===== config.mk =====
export PLATFORM = sky130hd
export DESIGN_NAME = saop_top
export DESIGN_NICKNAME = d
export VERILOG_FILES = /design/src/design/saop_pkg.sv /design/src/design/saop_frame_if.sv /design/src/design/saop_top.sv /design/src/design/saop_framer.sv
export SDC_FILE = /design/constraint.sdc
export NUM_CORES = 1
export LEC_CHECK = 0
export ABC_AREA = 1
export BUFFER_PORTS_ARGS = -buffer_cell sky130_fd_sc_hd__buf_2
export CORE_MARGIN = 2
export CORE_UTILIZATION = 60
export CTS_CLUSTER_SIZE = 10
export DETAILED_ROUTE_END_ITERATION = 16
export PLACE_DENSITY = 0.94
export SETUP_SLACK_MARGIN = 0.05
export SLEW_MARGIN = 25
export SYNTH_ARGS = -nofsm -noshare
export SYNTH_HDL_FRONTEND = slang
export SYNTH_SLANG_ARGS = --single-unit

===== constraint.sdc =====
create_clock -name clk_in -period 4.51 [get_ports clk_in]
set_clock_uncertainty 0.1 [all_clocks]
set_input_delay 0.902 -clock clk_in [delete_from_list [all_inputs] [get_ports clk_in]]
set_output_delay 0.902 -clock clk_in [all_outputs]
set_load 0.05 [all_outputs]

===== src/design/saop_pkg.sv =====
/*
 * constants shared by the serial audio output port: register offsets, field
 * positions, reset values and timing counts.
 * assumes a 200 MHz core clock and an 11-bit control space address.
 */
package saop_pkg;

   // ***********************************************************************
   // register map
   // ***********************************************************************
   localparam int          ADDR_W          = 11;
   localparam logic [10:0] OUT_CTRL_OFS    = 11'h300; // audio_output_control
   localparam logic [10:0] PLL_CTRL_OFS    = 11'h308; // converter_pll_control

   // ***********************************************************************
   // audio_output_control fields
   // ***********************************************************************
   localparam int DISABLE_BIT  = 0;
   localparam int RATE_LSB     = 2;
   localparam int FREEZE_BIT   = 7;
   localparam int MUTE_LSB     = 8;
   localparam int POLARITY_BIT = 11;
   localparam int RATIO_LSB    = 12;
   localparam int LAG_BIT      = 19;
   localparam int ORDER_BIT    = 20;
   localparam int ABSENT_BIT   = 21;
   localparam int EDGE_BIT     = 22;

   localparam logic       DISABLE_RST = 1'b1;
   localparam logic [1:0] RATE_RST    = 2'h1;
   localparam logic       FREEZE_RST  = 1'b0;
   localparam logic [1:0] MUTE_RST    = 2'h0;

   // ***********************************************************************
   // converter_pll_control fields
   // ***********************************************************************
   localparam int          LEFT_PLL_LSB  = 0;
   localparam int          RIGHT_PLL_LSB = 8;
   localparam int          SOURCE_BIT    = 16;
   localparam int          LOAD_BIT      = 17;
   localparam logic [31:0] PLL_CTRL_RST  = 32'h0000_0000;

   // ***********************************************************************
   // codes
   // ***********************************************************************
   localparam logic [1:0] MUTE_NONE  = 2'h0;
   localparam logic [1:0] MUTE_HARD  = 2'h1;
   localparam logic [1:0] MUTE_SOFT1 = 2'h2;
   localparam logic [1:0] MUTE_SOFT2 = 2'h3;
   localparam int         WINDOW_BITS = 16;

   // ***********************************************************************
   // timing
   // ***********************************************************************
   localparam int CLK_PERIOD_NS  = 5;
   localparam int SOFT_SHORT_MS  = 10;
   localparam int SOFT_LONG_MS   = 20;
   localparam int SOFT_SHORT_CYC = SOFT_SHORT_MS * 1000000 / CLK_PERIOD_NS;
   localparam int SOFT_LONG_CYC  = SOFT_LONG_MS * 1000000 / CLK_PERIOD_NS;
   localparam int STRAP_WAIT     = 3;   // cycles after release before straps are caught

endpackage


===== src/design/saop_frame_if.sv =====
/*
 * carrier between the port controller and its frame generator.
 * assumes both ends run on the same core clock.
 */
`timescale 1ns/10ps
`default_nettype none

interface saop_frame_if;
   logic        tick;        // one pulse per rising converter clock edge
   logic [2:0]  ratio;
   logic        lag;
   logic        order;
   logic        edge_sel;
   logic        polarity;
   logic [15:0] left_word;
   logic [15:0] right_word;
   logic        frame_start; // pulse: new left/right pair needed
   logic        sclk;
   logic        ws;
   logic        serial_out_line;

   modport ctrl   (output tick, ratio, lag, order, edge_sel, polarity, left_word,
                   right_word, input frame_start, sclk, ws, serial_out_line);
   modport framer (input tick, ratio, lag, order, edge_sel, polarity, left_word,
                   right_word, output frame_start, sclk, ws, serial_out_line);
endinterface

`default_nettype wire


===== src/design/saop_top.sv =====
/*
 * serial audio output port: control registers, strap capture, sample intake
 * and mute handling; the frame generator makes the bit clock, word select and serial data lines.
 * assumes a same-clock register port and sample source, and a converter
 * clock and strap pins that arrive asynchronously.
 */
`timescale 1ns/10ps
`default_nettype none

module saop_top #(
   parameter int SOFT_SHORT_CYC = saop_pkg::SOFT_SHORT_CYC,
   parameter int SOFT_LONG_CYC  = saop_pkg::SOFT_LONG_CYC
) (
   // clock and reset
   input  wire logic        clk_in,
   input  wire logic        resetn_in,
   // register port
   input  wire logic        reg_wr_in,
   input  wire logic        reg_rd_in,
   input  wire logic [10:0] reg_addr_in,
   input  wire logic [31:0] reg_wdata_in,
   output logic [31:0]      reg_rdata_out,
   // decoded sample source
   input  wire logic        sample_valid_in,
   input  wire logic [15:0] sample_left_in,
   input  wire logic [15:0] sample_right_in,
   output logic             sample_ready_out,
   // strap pins
   input  wire logic        strap_polarity_in,
   input  wire logic [2:0]  strap_ratio_in,
   input  wire logic        strap_lag_in,
   input  wire logic        strap_order_in,
   input  wire logic        strap_absent_in,
   input  wire logic        strap_edge_in,
   // converter link
   input  wire logic        dac_clk_in,
   output logic             sclk_out,
   output logic             word_select_line_out,
   output logic             serial_out_line_out,
   output logic             mute_ctrl_out,
   output logic [1:0]       rate_pins_out,
   output logic             rate_source_sel_out,
   output logic             pll_load_ctrl_out
);

   saop_frame_if fif ();

   // software state
   logic        sw_audio_disable_r, sw_audio_disable_nxt;
   logic [1:0]  sample_rate_sel_r, sample_rate_sel_nxt;
   logic        output_freeze_r, output_freeze_nxt;
   logic [1:0]  mute_select_r, mute_select_nxt;
   logic [31:0] pll_r, pll_nxt;
   logic [31:0] rdata_r, rdata_nxt;
   // straps
   logic [7:0]  strap_s1_r, strap_s2_r;
   logic [7:0]  strap_r, strap_nxt;
   logic [1:0]  strap_wait_r, strap_wait_nxt;
   // link and samples
   logic [2:0]  dclk_r;
   logic [15:0] left_r, left_nxt;
   logic [15:0] right_r, right_nxt;
   logic [21:0] mute_cnt_r, mute_cnt_nxt;
   logic [1:0]  mute_prev_r;
   logic        mute_zero;
   logic        silent;
   logic        take;
   logic [31:0] ctrl_rd;

   // strap byte: 7 edge, 6 absent, 5 order, 4 lag, 3:1 ratio, 0 polarity
   wire logic       channel_polarity = strap_r[0];
   wire logic [2:0] clock_ratio_sel  = strap_r[3:1];
   wire logic       latch_window_sel = strap_r[4];
   wire logic       bit_order_sel    = strap_r[5];
   wire logic       converter_absent = strap_r[6];
   wire logic       clock_edge_sel   = strap_r[7];

   // ***********************************************************************
   // register port and strap capture
   // ***********************************************************************
   always_comb begin
      ctrl_rd = 32'h0000_0000;                                    // reserved read 0
      ctrl_rd[saop_pkg::DISABLE_BIT]                      = sw_audio_disable_r;
      ctrl_rd[saop_pkg::RATE_LSB +: 2]                    = sample_rate_sel_r;
      ctrl_rd[saop_pkg::FREEZE_BIT]                       = output_freeze_r;
      ctrl_rd[saop_pkg::MUTE_LSB +: 2]                    = mute_select_r;
      ctrl_rd[saop_pkg::POLARITY_BIT]                     = channel_polarity;
      ctrl_rd[saop_pkg::RATIO_LSB +: 3]                   = clock_ratio_sel;
      ctrl_rd[saop_pkg::LAG_BIT]                          = latch_window_sel;
      ctrl_rd[saop_pkg::ORDER_BIT]                        = bit_order_sel;
      ctrl_rd[saop_pkg::ABSENT_BIT]                       = converter_absent;
      ctrl_rd[saop_pkg::EDGE_BIT]                         = clock_edge_sel;
      sw_audio_disable_nxt = sw_audio_disable_r;
      sample_rate_sel_nxt  = sample_rate_sel_r;
      output_freeze_nxt    = output_freeze_r;
      mute_select_nxt      = mute_select_r;
      pll_nxt              = pll_r;
      rdata_nxt            = rdata_r;
      // only the writable fields take write data
      if (reg_wr_in && reg_addr_in == saop_pkg::OUT_CTRL_OFS) begin
         sw_audio_disable_nxt = reg_wdata_in[saop_pkg::DISABLE_BIT];
         sample_rate_sel_nxt  = reg_wdata_in[saop_pkg::RATE_LSB +: 2];
         output_freeze_nxt    = reg_wdata_in[saop_pkg::FREEZE_BIT];
         mute_select_nxt      = reg_wdata_in[saop_pkg::MUTE_LSB +: 2];
      end else if (reg_wr_in && reg_addr_in == saop_pkg::PLL_CTRL_OFS) begin
         pll_nxt = {14'h0000, reg_wdata_in[17:0]};
      end
      if (reg_rd_in && reg_addr_in == saop_pkg::OUT_CTRL_OFS) begin
         rdata_nxt = ctrl_rd;
      end else if (reg_rd_in && reg_addr_in == saop_pkg::PLL_CTRL_OFS) begin
         rdata_nxt = pll_r;
      end else if (reg_rd_in) begin
         rdata_nxt = 32'h0000_0000;                               // unmapped reads zero
      end
      // straps are caught once, after the pin synchroniser has filled
      strap_wait_nxt = strap_wait_r;
      strap_nxt      = strap_r;
      if (strap_wait_r != 2'(saop_pkg::STRAP_WAIT)) begin
         strap_wait_nxt = strap_wait_r + 2'd1;
         strap_nxt      = strap_s2_r;
      end
   end

   always_ff @(posedge clk_in or negedge resetn_in) begin
      if (!resetn_in) begin
         sw_audio_disable_r <= saop_pkg::DISABLE_RST;
         sample_rate_sel_r  <= saop_pkg::RATE_RST;
         output_freeze_r    <= saop_pkg::FREEZE_RST;
         mute_select_r      <= saop_pkg::MUTE_RST;
         pll_r              <= saop_pkg::PLL_CTRL_RST;
         rdata_r            <= 32'h0000_0000;
         strap_s1_r         <= 8'h00;
         strap_s2_r         <= 8'h00;
         strap_r            <= 8'h00;
         strap_wait_r       <= 2'd0;
      end else begin
         sw_audio_disable_r <= sw_audio_disable_nxt;
         sample_rate_sel_r  <= sample_rate_sel_nxt;
         output_freeze_r    <= output_freeze_nxt;
         mute_select_r      <= mute_select_nxt;
         pll_r              <= pll_nxt;
         rdata_r            <= rdata_nxt;
         strap_s1_r         <= {strap_edge_in, strap_absent_in, strap_order_in,
                                strap_lag_in, strap_ratio_in, strap_polarity_in};
         strap_s2_r         <= strap_s1_r;
         strap_r            <= strap_nxt;
         strap_wait_r       <= strap_wait_nxt;
      end
   end

   // ***********************************************************************
   // mute timing and sample intake
   // ***********************************************************************
   always_comb begin
      // the converter ramps during a soft mute; zeros follow once it ends
      mute_cnt_nxt = mute_cnt_r;
      if (mute_select_r != mute_prev_r || mute_select_r == saop_pkg::MUTE_NONE) begin
         mute_cnt_nxt = 22'd0;
      end else if (mute_cnt_r != 22'h3fffff) begin
         mute_cnt_nxt = mute_cnt_r + 22'd1;
      end
      case (mute_select_r)
         saop_pkg::MUTE_HARD:  mute_zero = 1'b1;
         saop_pkg::MUTE_SOFT1: mute_zero = mute_cnt_r >= 22'(SOFT_SHORT_CYC);
         saop_pkg::MUTE_SOFT2: mute_zero = mute_cnt_r >= 22'(SOFT_LONG_CYC);
         default:              mute_zero = 1'b0;
      endcase
      silent = sw_audio_disable_r | converter_absent | mute_zero;
      // frozen: no pop, so nothing is dropped while held
      take   = fif.frame_start & ~silent & ~output_freeze_r & ~pll_r[saop_pkg::LOAD_BIT];
      left_nxt  = left_r;
      right_nxt = right_r;
      if (fif.frame_start) begin
         if (pll_r[saop_pkg::LOAD_BIT]) begin
            left_nxt  = {8'h00, pll_r[saop_pkg::LEFT_PLL_LSB +: 8]};
            right_nxt = {8'h00, pll_r[saop_pkg::RIGHT_PLL_LSB +: 8]};
         end else if (take && sample_valid_in) begin
            left_nxt  = sample_left_in;
            right_nxt = sample_right_in;
         end else begin
            left_nxt  = 16'h0000;                                 // zero samples
            right_nxt = 16'h0000;
         end
      end
   end

   always_ff @(posedge clk_in or negedge resetn_in) begin
      if (!resetn_in) begin
         mute_cnt_r  <= 22'd0;
         mute_prev_r <= saop_pkg::MUTE_RST;
         left_r      <= 16'h0000;
         right_r     <= 16'h0000;
         dclk_r      <= 3'h0;
      end else begin
         mute_cnt_r  <= mute_cnt_nxt;
         mute_prev_r <= mute_select_r;
         left_r      <= left_nxt;
         right_r     <= right_nxt;
         dclk_r      <= {dclk_r[1:0], dac_clk_in};                // two-flop sync, then edge
      end
   end

   // ***********************************************************************
   // frame generator and converter lines
   // ***********************************************************************
   assign fif.tick       = dclk_r[1] & ~dclk_r[2];                // rising converter clock
   assign fif.ratio      = clock_ratio_sel;
   assign fif.lag        = latch_window_sel;
   assign fif.order      = bit_order_sel;
   assign fif.edge_sel   = clock_edge_sel;
   assign fif.polarity   = channel_polarity;
   assign fif.left_word  = left_r;
   assign fif.right_word = right_r;

   saop_framer u_framer (
      .clk_in    (clk_in),
      .resetn_in (resetn_in),
      .fr        (fif.framer)
   );

   assign sample_ready_out     = take;                            // pulses in the frame_start cycle, not gated by valid
   assign reg_rdata_out        = rdata_r;
   assign sclk_out             = fif.sclk;
   assign word_select_line_out = fif.ws;
   assign serial_out_line_out  = fif.serial_out_line;
   assign mute_ctrl_out        = mute_select_r != saop_pkg::MUTE_NONE;
   assign rate_pins_out        = sample_rate_sel_r;
   assign rate_source_sel_out  = pll_r[saop_pkg::SOURCE_BIT];
   assign pll_load_ctrl_out    = pll_r[saop_pkg::LOAD_BIT];

endmodule

`default_nettype wire


===== src/design/saop_framer.sv =====
/*
 * frame generator: derives bit clock and word select from converter clock
 * ticks and shifts the held left/right words out.
 * assumes tick is a one-cycle pulse on the core clock.
 */
`timescale 1ns/10ps
`default_nettype none

module saop_framer (
   // clock and reset
   input  wire logic    clk_in,
   input  wire logic    resetn_in,
   // link to controller
   saop_frame_if.framer fr
);

   logic [2:0] sclk_cnt_r, sclk_cnt_nxt;
   logic [6:0] bit_cnt_r, bit_cnt_nxt;
   logic       phase_r, phase_nxt;      // 0 = left slot, 1 = right slot
   logic       start_r, start_nxt;
   logic       sclk_r, sclk_nxt;
   logic       ws_r, ws_nxt;
   logic       sd_r, sd_nxt;
   logic [2:0] div;                      // converter clocks per bit clock
   logic [6:0] bits;                     // bit clocks per word-select phase
   logic [6:0] win_lo;
   logic [6:0] k;
   logic [3:0] idx;
   logic [15:0] word;

   // ***********************************************************************
   // ratio decode and counters
   // ***********************************************************************
   always_comb begin
      case (fr.ratio)
         3'h0:    {div, bits} = {3'd2, 7'd64};
         3'h1:    {div, bits} = {3'd4, 7'd32};
         3'h2:    {div, bits} = {3'd2, 7'd96};
         3'h3:    {div, bits} = {3'd4, 7'd48};
         3'h4:    {div, bits} = {3'd6, 7'd32};
         3'h5:    {div, bits} = {3'd0, 7'd24};                  // 8 wraps to 0
         3'h6:    {div, bits} = {3'd4, 7'd64};
         default: {div, bits} = {3'd0, 7'd32};
      endcase
      sclk_cnt_nxt = sclk_cnt_r;
      bit_cnt_nxt  = bit_cnt_r;
      phase_nxt    = phase_r;
      start_nxt    = 1'b0;
      if (fr.tick) begin
         sclk_cnt_nxt = sclk_cnt_r + 3'd1;
         if (sclk_cnt_nxt == div) begin
            sclk_cnt_nxt = 3'd0;
            bit_cnt_nxt  = bit_cnt_r + 7'd1;
            if (bit_cnt_nxt == bits) begin
               bit_cnt_nxt = 7'd0;
               phase_nxt   = ~phase_r;
               start_nxt   = phase_r;                            // right done: new pair
            end
         end
      end
      // data changes at the start of a bit, the converter latches mid-bit
      win_lo   = fr.lag ? bits - 7'd16 : 7'd0;
      k        = bit_cnt_nxt - win_lo;
      idx      = fr.order ? 4'hf - k[3:0] : k[3:0];
      word     = phase_nxt ? fr.right_word : fr.left_word;
      sd_nxt   = (bit_cnt_nxt >= win_lo && k < 7'd16) ? word[idx] : 1'b0;
      // high half of bit period; inverted so the latch edge moves
      sclk_nxt = (sclk_cnt_nxt >= {1'b0, div[2:1]} + (div == 3'd0 ? 3'd4 : 3'd0)) ^
                 fr.edge_sel;
      ws_nxt   = phase_nxt ^ ~fr.polarity;
   end

   // ***********************************************************************
   // registers
   // ***********************************************************************
   always_ff @(posedge clk_in or negedge resetn_in) begin
      if (!resetn_in) begin
         sclk_cnt_r <= 3'd0;
         bit_cnt_r  <= 7'd0;
         phase_r    <= 1'b0;
         start_r    <= 1'b0;
         sclk_r     <= 1'b0;
         ws_r       <= 1'b0;
         sd_r       <= 1'b0;
      end else begin
         sclk_cnt_r <= sclk_cnt_nxt;
         bit_cnt_r  <= bit_cnt_nxt;
         phase_r    <= phase_nxt;
         start_r    <= start_nxt;
         sclk_r     <= sclk_nxt;
         ws_r       <= ws_nxt;
         sd_r       <= sd_nxt;
      end
   end

   assign fr.frame_start = start_r;
   assign fr.sclk        = sclk_r;
   assign fr.ws          = ws_r;
   assign fr.serial_out_line       = sd_r;

endmodule

`default_nettype wire


==> summary.md <==
| Metric | Value |
|---|---|
| GRT overflow | `0` |
| Reg clk slew, reported paths | `0.06 ns` |
| Via count | `6567` |
| Postcts setup bufs | `0` |
| FF+latch area | `3656 um^2` |
| Core region area | `11910 um^2` |
| Worst Max-Slew Pin Slew | `1.029 ns` |
| Status | `finished, final reports clean` |
| DP Worst Slack | `1.121 ns` |
| Largest net degree at the start of global routing | `117` |
| Post-route cell area | `8446 um^2` |
| Adder-cell area share of the yosys netlist | `2.697%` |
| Clk pwr share | `43.8%` |
| GR Util All Layers | `30.44%` |
| Nets | `1071` |
| Flop pwr share | `41.1%` |
| Post-synthesis xor/xnor area fraction | `0.8470%` |
| P&R area growth vs syn | `16.68%` |
| Die X | `113.8 um` |
| Fin crit share | `74.43%` |
| CTS Buf Count | `17` |
| CP required | `4.77 ns` |
| Post-CTS sizing | `0` |
| Synth top area share | `49.78%` |
| Startpoint types | `flop` |
| Mapped cell area | `7238 um^2` |
| MaxCap Viol Count | `0` |
| Sw Share | `28.05%` |
| Primary FF master, synth | `dfrtp_1` |
| Slack of the critical path | `1.153 ns` |
| Number of enable flip-flop cells after synthesis | `0` |
| Sequential share of the synthesized area | `50.51%` |
| Clock insertion delay at the later pin of the skew report | `0.44 ns` |
| PortBufs | `105` |
| Most common cell in the netlist | `nand2_1` |
| Setup TNS | `0 ns` |
| IO Count | `130` |
| Vias in the first global route | `6332` |
| Vias/cell | `5.822` |
| Max transition margin | `31.23%` |
| Pwr dens | `399.3 nW/um^2` |
| DRT Pass-1 Iters | `5` |
| Final Hold Fails | `0` |
| Leading cell types by count after synthesis | `nand2_1 (198), dfrtp_1 (144), inv_1 (122)` |
| Routed Antenna Nets | `0` |
| Share of layout cells above drive strength 1 | `18.98%` |
| Synth Register Bits | `146` |
| Largest family of logic cells by synthesized area | `simple AND/OR/NAND/NOR gates` |
| Final min period | `3.357 ns` |
| RSZ-0062 raised after global routing | `no` |
| WL/cell | `16.53 um` |
| NetSw | `946.0 uW` |
| Avg Cell Area, Syn | `8.349 um^2` |
| FMAX | `0.2979 GHz` |
| CP arrival | `3.62 ns` |
| Root Buffer | `clkbuf_16` |
| Yosys Warn Count | `0` |
| Starting Density | `60.77%` |
| Initial DRC count | `639` |
| Reg2Reg Setup Slack | `1.15 ns` |
| Area after DPL | `7819 um^2` |
| Yosys cell types | `50` |
| Multi-input gate area | `2948 um^2` |
| Finish-stage setup viols | `0` |
| Num rows | `40` |
| Setup crit end kind | `flop` |
| DRC viols | `0` |
| Cell Int Power | `2426 uW` |
| Synth area leader | `dfrtp_1` |
| First-pass GRT wire length | `30.80 mm` |
| Total wire length | `18.65 mm` |
| Post-synthesis compound-gate area fraction | `11.62%` |
| Post-synthesis share of cell area spent on and, or, nand and nor gates | `22.87%` |
| Final-layout fill cell count | `807` |
| Hold WC Path Type | `reg -> reg` |
| Initial antenna violation count | `1` |
| Max-slew violation count | `0` |
| Worst ir drop on vdd | `0.2886 mV` |
| Sink Count | `146` |
| Chip Height | `113.8 um` |
| Placed wire-length estimate | `12.09 mm` |
| CP Max Fanout | `11` |
| Area contributors post-synth | `dfrtp_1 (50%), nand2_1 (10%), inv_1 (6.3%)` |
| Comb power frac | `15.1%` |
| CTS Hold Bufs | `0` |
| Crit Path Class | `reg -> reg` |
| DIE AREA | `12960 um^2` |
| Clock buffer depth | `2` |
| TritonCTS clock tree | `done` |
| Mux cell area share after synthesis | `2.161%` |
| Syn Inst Count | `867` |
| H-tree levels | `4` |
| RePlAce Congestion | `0.9429` |
| Leak | `0.004172 uW` |
| Share of flip-flops with an asynchronous set or reset | `100.0%` |
[layout by cell type, fill, tap and decap left out, types with 2 or more instances in the layout]
cell and n:
a211oi_1 5, inv_6 2, xnor2_1 2, o21ai_1 4
nand3b_1 4, o22ai_1 2, dfrtp_1 144, nor2_1 65
a31oi_1 4, buf_4 3, a22oi_1 12, buf_2 104
nor4_1 3, bufinv_16 3, nand4_1 5, nor3_1 16
a21oi_1 45, nand2_2 13, conb_1 10, nand3_1 57
clkinvlp_4 4, mux2_2 13, or2_2 3, xor2_1 5
o221ai_1 10, dfstp_2 2, inv_1 121, clkbuf_8 4
ha_1 14, nand2_1 198, o21a_1 2, inv_2 6
o21ai_0 53, clkbuf_16 17, nand2_4 2, or4_1 2
[sequential cells by signal, summed over array words and instances, names as in the netlist]
signal	count
dclk_r	3
strap_s2_r	8
u_framer.fr.sclk	1
output_freeze_r	1
reg_rdata_out	22
mute_prev_r	2
mute_select_r	2
pll_r	18
rate_pins_out	2
mute_cnt_r	22
strap_wait_r	2
u_framer.sclk_cnt_r	3
fif.left_word	16
strap_s1_r	8
sw_audio_disable_r	1
u_framer.bit_cnt_r	7
u_framer.phase_r	1
fif.right_word	16
u_framer.fr.serial_out_line	1
u_framer.fr.frame_start	1
strap_r	8
u_framer.fr.ws	1
[area by class of cell]
type / instances / area share (%)
clock buffers: 21 / 5.570
multi-input cells: 567 / 34.90
diodes: 1 / 0.02963
clock inverters: 11 / 1.793
well taps: 147 / 2.178
flip-flops and latches: 146 / 43.29
inverters: 127 / 5.644
repair buffers: 108 / 6.593
[kinds of logic (layout without fill, tap and decap cells)]
family          count (synthesis)  in the layout
buf+inv                       163            267
compound gates                144            144
simple gates                  377            377
flops                         146            146
fa+ha+maj                      15             15
other cells                     1             11
xor+xnor                        7              7
mux                            14             14
[stage by stage]
step           total power [uW]  std cells  hold WS (ns)  utilization, %
5_1_grt                    3485       1128        0.2574           70.90
2_1_floorplan              1752        876        0.2312               -
3_5_place_dp               1889       1095        0.2373           65.64
3_3_place_gp               1867       1095        0.2355           65.63
4_1_cts                    3365       1127        0.2509           70.86
6_report                   3372       1128        0.2485           70.90
[path summary, 6_finish.rpt]
path	from	end	depth (start not counted)
worst max-delay path	u_framer.sclk_cnt_r[0]$_DFF_PN0_	u_framer.fr.serial_out_line$_DFF_PN0_	18
worst min-delay path	strap_s1_r[1]$_DFF_PN0_	strap_s2_r[1]$_DFF_PN0_	0
worst max register to register	u_framer.sclk_cnt_r[0]$_DFF_PN0_	u_framer.fr.serial_out_line$_DFF_PN0_	18
worst min register to register	strap_s1_r[1]$_DFF_PN0_	strap_s2_r[1]$_DFF_PN0_	0
max in group asynchronous	resetn_in	rate_pins_out[0]$_DFFE_PN1P_	2
min in group asynchronous	resetn_in	mute_cnt_r[0]$_DFFE_PN0P_	1
[critical path: stages, from the launching register on]
cell and delay (ns):
dfrtp_1 0.40, ha_1 0.29, inv_1 0.10, a21oi_1 0.09
nor2_4 0.24, nand3_4 0.19, inv_2 0.21, nor2_1 0.06
a31oi_1 0.28, inv_1 0.10, ha_1 0.30, nand2_1 0.09
nor2_1 0.05, a211oi_1 0.25, xor2_1 0.17, nand3_1 0.09
a21oi_1 0.12, nand2_1 0.06, nor2_1 0.09
[routing by layer]
metal  global-route usage (%)  vias up  share of wire (%)
li1                         -     2993                  -
met1                    38.25     3148                 38
met2                    49.42      339                 49
met3                    7.279       87                7.9
met4                    15.85        0                4.6
met5                        0        -                  0
[power by group through the flow]
stage / Sequential [uW] / Clock [uW] / Combinational, uW
after floorplan: 1420 / 0 / 330
after global placement: 1400 / 0 / 463
after detailed placement: 1410 / 0 / 482
after CTS: 1390 / 1480 / 503
after global routing: 1390 / 1530 / 565
final: 1390 / 1480 / 510
Note: power is estimated with default switching activity, not from simulation.
